--- config.mk ---
export PLATFORM = sky130hd
export DESIGN_NAME = core_regs
export DESIGN_NICKNAME = d
export VERILOG_FILES = /design/src/rtl/core_regs_pkg.sv /design/src/rtl/core_regs.sv
export SDC_FILE = /design/constraint.sdc
export NUM_CORES = 1
export LEC_CHECK = 0
export BUFFER_PORTS_ARGS = -buffer_cell sky130_fd_sc_hd__buf_2
export CORE_ASPECT_RATIO = 1.4
export CORE_MARGIN = 2
export CORE_UTILIZATION = 35
export DETAILED_ROUTE_END_ITERATION = 16
export PLACE_DENSITY = 0.7
export SLEW_MARGIN = 20
export SYNTH_ARGS = -nofsm -noshare
export SYNTH_HDL_FRONTEND = slang
export SYNTH_SLANG_ARGS = --single-unit
--- constraint.sdc ---
create_clock -name clock -period 2.78 [get_ports clock]
set_input_delay 0.417 -clock clock [delete_from_list [all_inputs] [get_ports clock]]
set_output_delay 0.417 -clock clock [all_outputs]
set_load 0.01 [all_outputs]
--- src/rtl/core_regs_pkg.sv ---
// What this block does
// RQ1: One 8-bit accumulator holds operands and results.
// RQ2: Two 8-bit index registers serve addressing or temporary data.
// RQ3: A prefix opcode makes the next instruction use the second index register.
// RQ4: Interrupt context save and restore never touch the second index register.
// RQ5: Program counter is 16 bits, built from low and high byte registers.
// RQ6: Condition register holds mask plus four flags; push and pop save it.
// RQ7: Add and add-with-carry set half-carry on carry out of bit 3, else clear.
// RQ8: Entering interrupt service sets the mask bit, bit 3.
// RQ9: Mask set blocks maskable interrupts; the software trap still gets in.
// RQ10: Clear-mask clears, set-mask sets, interrupt return clears the mask bit.
// RQ11: Requests arriving while masked stay pending until the mask clears.
// RQ12: Clearing the mask inside a service routine takes pending requests at once.
// RQ13: Negative flag copies result bit 7 after every data operation.
// RQ14: Zero flag is one exactly when the data operation result is zero.
// RQ15: Carry flag, bit 0, shows overflow or underflow of the last arithmetic.
// RQ16: Set-carry forces carry to one, reset-carry forces it to zero.
// RQ17: Bit-test-and-branch, shift and rotate also update the carry flag.
// RQ18: Branches test each flag with true and false forms.
// RQ19: Flags written back with the result, visible to the next branch.
package core_regs_pkg;

	localparam int          DATA_W       = 8;
	localparam int          PC_W         = 16;
	localparam int          IRQ_W        = 8;
	localparam int          FLAG_C       = 0;
	localparam int          FLAG_Z       = 1;
	localparam int          FLAG_N       = 2;
	localparam int          FLAG_I       = 3;
	localparam int          FLAG_H       = 4;
	localparam int          NIBBLE_W     = 4;
	localparam logic [7:0]  FLAGS_RESET  = 8'hE8;
	localparam logic [7:0]  FLAGS_RSVD   = 8'hE0;
	localparam logic [7:0]  ZERO_BYTE    = 8'h00;
	localparam logic [15:0] PC_RESET     = 16'h0000;

	// Operation issued by the decoder in one cycle
	typedef enum logic [3:0] {
		OP_NONE, OP_ADD, OP_ADC, OP_SUB, OP_SBC, OP_LOGIC, OP_LOAD, OP_SHIFT,
		OP_BTJ, OP_SCF, OP_RCF, OP_SIM, OP_RIM, OP_POPCC, OP_INTERRUPT_RETURN_INSTR
	} op_t;

	// Register destination of a write-back
	typedef enum logic [1:0] {
		DST_NONE, DST_ACC, DST_INDEX
	} dst_t;

	// Branch condition selector
	typedef enum logic [3:0] {
		BR_H, BR_NH, BR_M, BR_NM, BR_MI, BR_PL, BR_EQ, BR_NE, BR_C, BR_NC
	} br_t;

	// One instruction step from the decoder and ALU
	typedef struct packed {
		op_t        op;
		dst_t       dst;
		logic       prefix;
		logic [7:0] opa;
		logic [7:0] opb;
		logic [7:0] result;
		logic       shift_c;
	} exec_t;

	// Program counter load request
	typedef struct packed {
		logic        load_low;
		logic        load_high;
		logic        incr;
		logic [15:0] value;
	} pc_req_t;

endpackage

--- src/rtl/core_regs.sv ---
module core_regs #(
	parameter int IRQ_LINES = core_regs_pkg::IRQ_W
) (
	input  wire logic                           clock,
	input  wire logic                           rst_n,
	input  wire logic                           clk_en,
	input  wire core_regs_pkg::exec_t           exec,
	input  wire core_regs_pkg::pc_req_t         pc_req,
	input  wire logic                           prefix_seen,
	input  wire logic                           irq_enter,
	input  wire logic                           trap_req,
	input  wire logic [IRQ_LINES-1:0]           irq_lines,
	input  wire logic [IRQ_LINES-1:0]           irq_ack,
	input  wire core_regs_pkg::br_t             br_sel,
	output logic [7:0]                          accumulator_q,
	output logic [7:0]                          index_first_q,
	output logic [7:0]                          index_second_q,
	output logic [15:0]                         program_counter_q,
	output logic [7:0]                          condition_flags_q,
	output logic                                prefix_q,
	output logic [IRQ_LINES-1:0]                pending_q,
	output logic                                irq_take_q,
	output logic                                branch_take_q
);
	import core_regs_pkg::*;

	// Program counter advance per sequential fetch
	localparam logic [15:0] PC_STEP = 16'h0001;

	// Refuse request widths that the pending latch cannot hold
	if (IRQ_LINES < 1 || IRQ_LINES > 32) begin : g_bad_lines
		$error("IRQ_LINES must lie between 1 and 32");
	end

	// Operation decode
	wire is_add   = (exec.op == OP_ADD) || (exec.op == OP_ADC);
	wire is_sub   = (exec.op == OP_SUB) || (exec.op == OP_SBC);
	wire is_data  = is_add || is_sub || (exec.op == OP_LOGIC) ||
	                (exec.op == OP_LOAD) || (exec.op == OP_SHIFT);
	wire carry_in = ((exec.op == OP_ADC) || (exec.op == OP_SBC)) &&
	                condition_flags_q[FLAG_C];

	// Carry chain on 9 bits, the half-carry on the low nibble
	wire [8:0] add_sum = {1'b0, exec.opa} + {1'b0, exec.opb} + {8'h00, carry_in};
	wire [8:0] sub_dif = {1'b0, exec.opa} - {1'b0, exec.opb} - {8'h00, carry_in};
	wire [4:0] nib_sum = {1'b0, exec.opa[NIBBLE_W-1:0]} + {1'b0, exec.opb[NIBBLE_W-1:0]}
	                     + {4'h0, carry_in};

	// Flag next values
	logic [7:0] flags_d;
	always_comb begin
		flags_d = condition_flags_q;
		if (is_add)
			flags_d[FLAG_H] = nib_sum[NIBBLE_W]; // RQ7
		if (is_data) begin
			flags_d[FLAG_N] = exec.result[DATA_W-1]; // RQ13
			flags_d[FLAG_Z] = (exec.result == ZERO_BYTE); // RQ14
		end
		if (is_add)
			flags_d[FLAG_C] = add_sum[DATA_W]; // RQ15
		else if (is_sub)
			flags_d[FLAG_C] = sub_dif[DATA_W]; // RQ15
		else if ((exec.op == OP_SHIFT) || (exec.op == OP_BTJ))
			flags_d[FLAG_C] = exec.shift_c; // RQ17
		else if (exec.op == OP_SCF)
			flags_d[FLAG_C] = 1'b1; // RQ16
		else if (exec.op == OP_RCF)
			flags_d[FLAG_C] = 1'b0; // RQ16
		if (exec.op == OP_SIM)
			flags_d[FLAG_I] = 1'b1; // RQ10
		else if ((exec.op == OP_RIM) || (exec.op == OP_INTERRUPT_RETURN_INSTR))
			flags_d[FLAG_I] = 1'b0; // RQ10
		if (exec.op == OP_POPCC)
			flags_d = exec.result | FLAGS_RSVD; // RQ6
		// Entry wins over any software change of the mask bit in the same cycle
		if (irq_enter)
			flags_d[FLAG_I] = 1'b1; // RQ8
		flags_d = flags_d | FLAGS_RSVD;
	end

	// Index selection follows the step's own prefix or the prefix captured one instruction earlier
	wire use_second = exec.prefix || prefix_q; // RQ3
	wire wr_acc     = exec.dst == DST_ACC;
	wire wr_first   = (exec.dst == DST_INDEX) && !use_second;
	wire wr_second  = (exec.dst == DST_INDEX) && use_second;

	// Pending requests, set wins over acknowledge
	wire [IRQ_LINES-1:0] pending_d = (pending_q & ~irq_ack) | irq_lines; // RQ11
	wire                 any_pend  = |pending_q;

	// Branch condition on the live flags
	logic br_d;
	always_comb begin
		case (br_sel)
			BR_H:    br_d = condition_flags_q[FLAG_H]; // RQ18
			BR_NH:   br_d = !condition_flags_q[FLAG_H];
			BR_M:    br_d = condition_flags_q[FLAG_I];
			BR_NM:   br_d = !condition_flags_q[FLAG_I];
			BR_MI:   br_d = condition_flags_q[FLAG_N];
			BR_PL:   br_d = !condition_flags_q[FLAG_N];
			BR_EQ:   br_d = condition_flags_q[FLAG_Z];
			BR_NE:   br_d = !condition_flags_q[FLAG_Z];
			BR_C:    br_d = condition_flags_q[FLAG_C];
			BR_NC:   br_d = !condition_flags_q[FLAG_C];
			default: br_d = 1'b0;
		endcase
	end

	// Take decision ignores the routine's own priority once mask is low
	wire take_d = trap_req || (any_pend && !condition_flags_q[FLAG_I]); // RQ9 RQ12

	// Program counter byte halves load separately
	logic [15:0] pc_d;
	always_comb begin
		pc_d = program_counter_q;
		if (pc_req.incr)
			pc_d = program_counter_q + PC_STEP;
		if (pc_req.load_low)
			pc_d[7:0] = pc_req.value[7:0]; // RQ5
		if (pc_req.load_high)
			pc_d[15:8] = pc_req.value[15:8]; // RQ5
	end

	// Condition register and pending latch
	always_ff @(posedge clock or negedge rst_n) begin
		if (!rst_n) begin
			condition_flags_q <= FLAGS_RESET;
			pending_q         <= '0;
		end else if (clk_en) begin
			condition_flags_q <= flags_d; // RQ19
			pending_q         <= pending_d;
		end
	end

	// Data registers; no interrupt path writes the second index
	always_ff @(posedge clock or negedge rst_n) begin
		if (!rst_n) begin
			accumulator_q  <= ZERO_BYTE;
			index_first_q  <= ZERO_BYTE;
			index_second_q <= ZERO_BYTE;
		end else if (clk_en) begin
			if (wr_acc)
				accumulator_q <= exec.result; // RQ1
			if (wr_first)
				index_first_q <= exec.result; // RQ2
			if (wr_second && !irq_enter && exec.op != OP_INTERRUPT_RETURN_INSTR)
				index_second_q <= exec.result; // RQ4
		end
	end

	// Prefix capture, program counter and decisions
	always_ff @(posedge clock or negedge rst_n) begin
		if (!rst_n) begin
			prefix_q          <= 1'b0;
			program_counter_q <= PC_RESET;
			irq_take_q        <= 1'b0;
			branch_take_q     <= 1'b0;
		end else if (clk_en) begin
			prefix_q          <= prefix_seen;
			program_counter_q <= pc_d;
			irq_take_q        <= take_d;
			branch_take_q     <= br_d;
		end
	end

	// Checks
	AST_HALF_CARRY: assert property (@(posedge clock) disable iff (!rst_n) // RQ7
		clk_en && is_add |=> condition_flags_q[FLAG_H] == $past(nib_sum[NIBBLE_W]))
		else $error("half carry not loaded from nibble carry");
	AST_MASK_ENTRY: assert property (@(posedge clock) disable iff (!rst_n) // RQ8
		clk_en && irq_enter |=> condition_flags_q[FLAG_I])
		else $error("mask not set on interrupt entry");
	AST_MASK_BLOCK: assert property (@(posedge clock) disable iff (!rst_n) // RQ9
		clk_en && condition_flags_q[FLAG_I] && !trap_req |=> !irq_take_q)
		else $error("maskable interrupt taken while masked");
	AST_TRAP: assert property (@(posedge clock) disable iff (!rst_n) // RQ9
		clk_en && trap_req |=> irq_take_q)
		else $error("trap not accepted");
	AST_MASK_SW: assert property (@(posedge clock) disable iff (!rst_n) // RQ10
		clk_en && !irq_enter && (exec.op == OP_RIM || exec.op == OP_INTERRUPT_RETURN_INSTR)
		|=> !condition_flags_q[FLAG_I])
		else $error("mask not cleared by software");
	AST_PENDING: assert property (@(posedge clock) disable iff (!rst_n) // RQ11
		clk_en && irq_lines[0] |=> pending_q[0])
		else $error("request not latched");
	AST_UNMASK_TAKE: assert property (@(posedge clock) disable iff (!rst_n) // RQ12
		clk_en && $fell(condition_flags_q[FLAG_I]) && any_pend |=> irq_take_q)
		else $error("pending request not taken after unmask");
	AST_NEG_ZERO: assert property (@(posedge clock) disable iff (!rst_n) // RQ13
		clk_en && is_data && !irq_enter |=> condition_flags_q[FLAG_N] ==
		$past(exec.result[DATA_W-1]) &&
		condition_flags_q[FLAG_Z] == ($past(exec.result) == ZERO_BYTE))
		else $error("sign or zero flag wrong");
	AST_CARRY_SET: assert property (@(posedge clock) disable iff (!rst_n) // RQ16
		clk_en && exec.op == OP_SCF |=> condition_flags_q[FLAG_C])
		else $error("set carry failed");
	AST_SECOND_KEEP: assert property (@(posedge clock) disable iff (!rst_n) // RQ4
		irq_enter |=> $stable(index_second_q))
		else $error("second index changed on interrupt entry");
	AST_RSVD: assert property (@(posedge clock) disable iff (!rst_n) // RQ6
		(condition_flags_q & FLAGS_RSVD) == FLAGS_RSVD)
		else $error("reserved flag bits not set");

	// Accumulator takes the result it was handed
	AST_ACC_WRITE: assert property (@(posedge clock) disable iff (!rst_n) // RQ1
		clk_en && wr_acc |=> accumulator_q == $past(exec.result))
		else $error("accumulator write lost");

	// Accumulator keeps its value when no step names it
	AST_ACC_HOLD: assert property (@(posedge clock) disable iff (!rst_n) // RQ1
		clk_en && !wr_acc |=> $stable(accumulator_q))
		else $error("accumulator changed without a write");

	// First index takes an unprefixed index write
	AST_FIRST_WRITE: assert property (@(posedge clock) disable iff (!rst_n) // RQ2
		clk_en && wr_first |=> index_first_q == $past(exec.result))
		else $error("first index write lost");

	// Prefixed steps must leave the first index alone
	AST_FIRST_HOLD: assert property (@(posedge clock) disable iff (!rst_n) // RQ3
		clk_en && use_second |=> $stable(index_first_q))
		else $error("first index written by a prefixed step");

	// Prefixed write outside interrupt sequencing reaches the second index
	AST_SECOND_SELECT: assert property (@(posedge clock) disable iff (!rst_n) // RQ3
		clk_en && wr_second && !irq_enter && exec.op != OP_INTERRUPT_RETURN_INSTR
		|=> index_second_q == $past(exec.result))
		else $error("second index write lost");

	// Return from interrupt restores context but never the second index
	AST_SECOND_INTERRUPT_RETURN_INSTR: assert property (@(posedge clock) disable iff (!rst_n) // RQ4
		clk_en && exec.op == OP_INTERRUPT_RETURN_INSTR |=> $stable(index_second_q))
		else $error("second index changed on interrupt return");

	// Second index keeps its value when no step names it
	AST_SECOND_HOLD: assert property (@(posedge clock) disable iff (!rst_n) // RQ4
		clk_en && !wr_second |=> $stable(index_second_q))
		else $error("second index changed without a write");

	// Low byte load lands in the low half only
	AST_PC_LOW: assert property (@(posedge clock) disable iff (!rst_n) // RQ5
		clk_en && pc_req.load_low
		|=> program_counter_q[7:0] == $past(pc_req.value[7:0]))
		else $error("program counter low byte not loaded");

	// High byte load lands in the high half only
	AST_PC_HIGH: assert property (@(posedge clock) disable iff (!rst_n) // RQ5
		clk_en && pc_req.load_high
		|=> program_counter_q[15:8] == $past(pc_req.value[15:8]))
		else $error("program counter high byte not loaded");

	// Sequential fetch carries across the byte boundary
	AST_PC_INCR: assert property (@(posedge clock) disable iff (!rst_n) // RQ5
		clk_en && pc_req.incr && !pc_req.load_low && !pc_req.load_high
		|=> program_counter_q == $past(program_counter_q) + PC_STEP)
		else $error("program counter did not advance");

	// No request, no movement of the program counter
	AST_PC_HOLD: assert property (@(posedge clock) disable iff (!rst_n) // RQ5
		clk_en && !pc_req.incr && !pc_req.load_low && !pc_req.load_high
		|=> $stable(program_counter_q))
		else $error("program counter moved without a request");

	// Pop restores every flag; reserved bits come back set whatever was stacked
	AST_POP_FLAGS: assert property (@(posedge clock) disable iff (!rst_n) // RQ6
		clk_en && exec.op == OP_POPCC && !irq_enter
		|=> condition_flags_q == ($past(exec.result) | FLAGS_RSVD))
		else $error("flags not restored by pop");

	// Only add forms and a pop may touch the half-carry
	AST_HALF_KEEP: assert property (@(posedge clock) disable iff (!rst_n) // RQ7
		clk_en && !is_add && exec.op != OP_POPCC |=> $stable(condition_flags_q[FLAG_H]))
		else $error("half carry changed by a non-add step");

	// Set-mask raises the mask bit
	AST_MASK_SET: assert property (@(posedge clock) disable iff (!rst_n) // RQ10
		clk_en && exec.op == OP_SIM |=> condition_flags_q[FLAG_I])
		else $error("mask not set by software");

	// Nothing pending and no trap means nothing taken
	AST_NO_TAKE_IDLE: assert property (@(posedge clock) disable iff (!rst_n) // RQ9
		clk_en && !trap_req && !any_pend |=> !irq_take_q)
		else $error("interrupt taken with nothing pending");

	// Acknowledge without a new request clears the pending bit
	AST_PENDING_CLEAR: assert property (@(posedge clock) disable iff (!rst_n) // RQ11
		clk_en && irq_ack[0] && !irq_lines[0] |=> !pending_q[0])
		else $error("pending request not cleared by acknowledge");

	// Add carry is the ninth bit of the full sum, carry in included
	AST_CARRY_ADD: assert property (@(posedge clock) disable iff (!rst_n) // RQ15
		clk_en && is_add |=> condition_flags_q[FLAG_C] == $past(add_sum[DATA_W]))
		else $error("carry not loaded from add");

	// Subtract carry is the borrow out of the top bit
	AST_CARRY_SUB: assert property (@(posedge clock) disable iff (!rst_n) // RQ15
		clk_en && is_sub |=> condition_flags_q[FLAG_C] == $past(sub_dif[DATA_W]))
		else $error("borrow not loaded from subtract");

	// Reset-carry forces the carry low
	AST_CARRY_CLEAR: assert property (@(posedge clock) disable iff (!rst_n) // RQ16
		clk_en && exec.op == OP_RCF |=> !condition_flags_q[FLAG_C])
		else $error("reset carry failed");

	// Shift and bit test hand their own carry bit over
	AST_CARRY_SHIFT: assert property (@(posedge clock) disable iff (!rst_n) // RQ17
		clk_en && (exec.op == OP_SHIFT || exec.op == OP_BTJ)
		|=> condition_flags_q[FLAG_C] == $past(exec.shift_c))
		else $error("carry not loaded from shift or bit test");

	// Carry branch follows the carry flag as it stood at decision time
	AST_BRANCH_CARRY: assert property (@(posedge clock) disable iff (!rst_n) // RQ18
		clk_en && br_sel == BR_C |=> branch_take_q == $past(condition_flags_q[FLAG_C]))
		else $error("carry branch decision wrong");

	// Not-equal branch is the inverse of the zero flag
	AST_BRANCH_NE: assert property (@(posedge clock) disable iff (!rst_n) // RQ18
		clk_en && br_sel == BR_NE |=> branch_take_q == !$past(condition_flags_q[FLAG_Z]))
		else $error("not-equal branch decision wrong");

	// A low enable freezes every register, flags included
	AST_FREEZE: assert property (@(posedge clock) disable iff (!rst_n) // RQ19
		!clk_en |=> $stable(condition_flags_q) && $stable(program_counter_q) &&
		$stable(accumulator_q) && $stable(pending_q))
		else $error("state moved while the clock enable was low");

	COV_TAKE:   cover property (@(posedge clock) disable iff (!rst_n) irq_take_q);
	COV_PREFIX: cover property (@(posedge clock) disable iff (!rst_n) clk_en && wr_second);
	COV_HALF:   cover property (@(posedge clock) disable iff (!rst_n)
		clk_en && is_add && nib_sum[NIBBLE_W]);
	COV_BRANCH: cover property (@(posedge clock) disable iff (!rst_n) branch_take_q);
	COV_POP:    cover property (@(posedge clock) disable iff (!rst_n)
		clk_en && exec.op == OP_POPCC);

endmodule

; Yosys cells after proc, flatten, opt, wreduce, memory -nomap -nowiden
; Cells that the tools add are included.
[totals]
register_bits = 56
inputBits = 77
out_inout_bits = 59
word_cells = 106
[classes]
n_addsub = 7
eq_ne = 26
muxes = 15
bitwise = 3
reduce_logical = 42
[ops]
columns = op, count
row1 = $eq 4x4->1 const B, 9
row2 = $eq 4x3->1 const B, 8
row3 = $reduce_and 2->1, 9
row4 = $add 16x1->16 const B, 1
row5 = $eq 4x2->1 const B, 4
row6 = $mux 16, 1
row7 = $mux 8, 2
row8 = $logic_or 1x1->1, 11
row9 = $pmux 1 s10, 1
row10 = $add 8x8->9, 1
row11 = $add 9x1->9, 1
row12 = $mux 1, 9
row13 = $sub 8x8->9, 1
row14 = $sub 9x1->9, 1
row15 = $and 8x8->8, 1
row16 = $eq 4x1->1 const B, 2
row17 = $logic_not 8->1, 1
row18 = $not 8->8, 1
row19 = $or 8x8->8, 1
row20 = $reduce_bool 2->1, 4
row21 = $reduce_or 8->1, 1
row22 = $logic_not 1->1, 7
row23 = $logic_and 1x1->1, 6
row24 = $reduce_bool 6->1, 1
row25 = 9 further kinds, 9

; Depth between registers and ports, before layout
[logic_depth]
word_depth = 9
depth_mapped = 11
depth_no_buf = 10

; Worst setup path before layout
; Ideal clock, no wire load.
[synth_timing]
path_type = in2reg
from = input exec[30] (netlist name)
to = register condition_flags_q[0]
setup_time_ps = 147
arrival_ps = 2282
required_ps = 2633
path_slack_ps = 351
path_stages = 11
path_buffers = 1
cell_sequence = buf_2 xor2_1 nand3_1 ha_1 a21o_1 ha_1 nand2_1 a311o_1 and3_1 o221ai_1 a22oi_1
[synth_between]
elab_chain_len = 7
word_cells_on_any_way = 23
classes_between = 2 x add/sub / 9 x eq/ne / 5 x mux / 7 x reduce/logical
[synth_lines]
columns = element, line_no
row1 = "start, declared", core_regs.sv:7  ; input wire core_regs_pkg::exec_t exec,
row2 = $eq 4x2->1 or $eq 4x3->1 (tied branches), "core_regs.sv:36, core_regs.sv:40, core_regs.sv:37"
row3 = $logic_or 1x1->1, core_regs.sv:40  ; wire carry_in = ((exec.op == OP_ADC) || (exec.op == OP_SBC)) &&
row4 = $logic_and 1x1->1, core_regs.sv:40
row5 = $sub 9x1->9, core_regs.sv:45  ; wire [8:0] sub_dif = {1'b0, exec.opa} - {1'b0, exec.opb} - {8'h00, carry_in};
row6 = $mux 1, core_regs.sv:61  ; else if (is_sub)
row7 = $mux 1, core_regs.sv:59  ; if (is_add)
row8 = $mux 5, core_regs.sv:73  ; if (exec.op == OP_POPCC)
row9 = "end signal, assigned", core_regs.sv:130  ; condition_flags_q <= flags_d;
row10 = "end, declared", core_regs.sv:19  ; output logic [7:0] condition_flags_q,
; Several ways; a longest one is shown, not always the timed one.
; A chain may end at the register's enable or synchronous reset.

; Worst setup path after layout
; Ends and elaborated chain as after synthesis.

==> impl_metrics.py <==
metrics = {
    "outcome": {
        "status": "complete, no violations",
    },
    "timing": {
        "slew_violations": 0,
        "fin_crit_ns": 2.31,
        "skew_ns": 0.00357,
        "setup_viol": 0,
        "period_share_pct": 83.3,
        "slew-limit-headroom_pct": 35.9,
        "finalHoldViolCount": 0,
        "setup_tns_ns": 0,
        "fmax_mhz": 432,
        "rsz0062_at_grt": "false",
        "tightest_slew_ns": 0.954,
    },
    "yosys": {
        "ys_ff_latch": 56,
        "async_flop_share_pct": 100,
        "postSynthCellCount": 363,
        "yosysWarnings": 0,
        "ys_seq_area_share_pct": 41.0,
        "synth_area_per_cell_um2": 9.42,
        "synth_edf_count": 0,
        "synth_area_um2": 3420,
        "yosys.cell_types.count": 55,
        "synth-main-ff-cell": "dfrtp_1",
    },
    "clock_network": {
        "cts_htree_levels": 2,
        "cts.path.max_buffers": 2,
        "cts_made_buffers": 5,
        "clk_latency_ns": 0.29,
        "cts_resized": 0,
        "cts.repair_timing.setup_buffer_count": 0,
        "ctsHoldBuffers": 0,
        "cts_tree": "yes",
        "clkSlewWorstSetupHoldPaths_ns": 0.07,
        "clock_sinks": 56,
        "root_buffer": "clkbuf_16",
    },
    "critical_path": {
        "cp_slowest_cell": "a311o_1",
        "arrival_ns": 2.46,
        "cp_max_fo": 15,
        "path_cells": "buf_2, xor2_1, nand3_1, ha_1, a21o_1, ha_1, nand2_1, a311o_1, and3_1, o221ai_1, a22oi_1",
        "crit_family": "compound AO/OA/AOI/OAI gates",
        "critical_path_buf_inv_count": 1,
        "endpoint_kind": "flip-flop",
        "worstSetupPathType": "in -> reg",
        "reg2reg_slack_ns": 0.63,
        "slowest_delay_ns": 0.35,
        "cp_common_cell": "ha_1",
        "cp-start-kind": "primary input",
        "cp.required_ns": 2.93,
    },
    "final_layout": {
        "antenna_cells": 0,
        "mostFrequentLayoutCells": "buf_2, dfrtp_1, inv_1",
        "syn_to_final_growth_pct": 26.1,
        "nets": 588,
        "final_common_cell": "buf_2",
        "layout-drive-gt1-share_pct": 31.8,
        "layout.cells.non_filler": 600,
    },
    "routing": {
        "routed-wl-met3_um": 380,
        "top_layer_used": "met4",
        "met2_length_mm": 4.72,
        "ant_nets": 0,
        "vias_per_cell": 5.37,
        "vias": 3219,
        "routed_wl_mm": 8.95,
        "dr.pass1.iters": 4,
        "drt_iter0_drc": 229,
        "wl_met1_mm": 3.54,
        "wl_per_cell_um": 14.9,
        "drc": 0,
    },
    "power": {
        "power_leakage_nw": 2.14,
        "p_per_area_nw_per_um2": 556,
        "ir_worst_vdd_mv": 0.254,
    },
    "global_routing": {
        "grt_pass1_wl_mm": 14.2,
        "overflow": 0,
        "grt_max_degree": 57,
        "antenna_found_initial": 0,
        "grt_pass1_vias": 3030,
        "grt.total_usage_pct": 16.8,
    },
    "place": {
        "dp_hpwl_mm": 6.97,
        "place_congestion": 0.851,
        "port_buffers": 132,
        "dp.cells": 592,
    },
    "floorplanning": {
        "io_pins": 136,
        "rows": 42,
        "die_h_um": 121,
        "die_w_um": 87.6,
        "start_util_pct": 36.2,
        "core-area_um2": 9460,
        "dieArea_um2": 10600,
    },
    "hold_path": {
        "hp-class": "in -> async",
    },
    "job": {
        "maxCapViolCount": 0,
    },
}
==> stage by stage <==
stage / hold WS [ns] / area, um^2 / setup slack (ns) / utilization, % / power (mW)
4_1_cts: 0.282 / 4310 / 0.488 / 45.6 / 2.42
3_5_place_dp: 0.464 / 4170 / 0.174 / 44.1 / 1.79
2_1_floorplan: 0.121 / 3430 / 0.351 / - / 1.45
5_1_grt: 0.338 / 4310 / 0.295 / 45.6 / 2.54
3_3_place_gp: 0.464 / 4170 / 0.227 / 44.1 / 1.76
6_report: 0.252 / 4310 / 0.465 / 45.6 / 2.40
==> synth_stat cells (2+ instances only) <==
cell type	count	area (um^2)
nor3_1	6	30.0
a32oi_1	2	17.5
o221ai_1	2	17.5
nor4_1	9	56.3
xnor2_1	2	17.5
mux2_1	15	169
buf_4	3	22.5
o21ai_1	10	50.1
a22oi_1	3	22.5
a31oi_1	4	25.0
a22o_1	8	70.1
clkbuf_1	11	41.3
a21boi_0	2	15.0
o2bb2ai_1	2	17.5
nand2_1	22	82.6
inv_1	29	109
nand4_1	5	31.3
o21ai_0	21	105
mux2_2	11	124
xor2_1	4	35.0
o2111ai_1	2	17.5
buf_1	2	7.51
nand3b_1	2	15.0
ha_1	22	275
nor2_1	27	101
mux2i_1	6	60.1
or3_1	3	18.8
buf_2	2	10.0
dfrtp_1	55	1380
nand3_1	9	45.0
nor2b_1	4	25.0
nand2b_1	4	25.0
o21a_1	2	15.0
a21oi_1	25	125
o22ai_1	2	12.5
a21o_1	2	15.0
o22a_1	2	17.5
and3_1	4	25.0
==> state kept, by name, summed over array words and instances, names as in the netlist <==
signal and cells:
index_first_q 8, irq_take_q 1, prefix_q 1, accumulator_q 8, index_second_q 8, program_counter_q 16, pending_q 8, branch_take_q 1
condition_flags_q 5
==> cell type report <==
| cell class | instances | area, um^2 |
|---|---|---|
| Clock buffer | 6 | 129 |
| Clock inverter | 2 | 16.3 |
| Fill cell | 891 | 5150 |
| Inverter | 29 | 109 |
| Multi-Input combinational cell | 262 | 1840 |
| Sequential cell | 56 | 1400 |
| Tap cell | 110 | 138 |
| Timing Repair Buffer | 135 | 683 |
==> power by group <==
part,switching [mW],internal [mW]
registers,0.128,0.966
logic,0.361,0.310
clock network,0.295,0.337
==> path summary, 6_finish.rpt <==
| check | to | from | cells after the start |
|---|---|---|---|
| worst max-delay path | condition_flags_q[0] | exec[30] | 11 |
| worst min-delay path | index_second_q[5] | rst_n | 2 |
| worst max register to register | condition_flags_q[0] | condition_flags_q[0] | 9 |
| worst min register to register | accumulator_q[1] | accumulator_q[1] | 2 |
| max in group asynchronous | branch_take_q | rst_n | 2 |
| min in group clock | pending_q[6] | irq_lines[6] | 2 |
==> kinds of logic (layout without fill, tap and decap cells) <==
kind of cell             after synthesis  in the layout  synth area share [%]
buffers and inverters                 47            172                  5.56
AND/OR/NAND/NOR                      103            103                  15.6
other                                  1              3                 0.110
multiplexers                          32             32                  10.3
adder cells (fa/ha/maj)               22             22                  8.05
XOR/XNOR                               6              6                  1.54
flip-flops                            56             56                  41.0
AO/OA/AOI/OAI                         96             96                  17.8
==> per-layer routing <==
layer,vias up,GRT usage [%]
met3,23,2.45
met1,1526,19.7
met4,0,7.31
met5,-,0
li1,1566,-
met2,104,29.8
(Power assumes the default switching activity.)
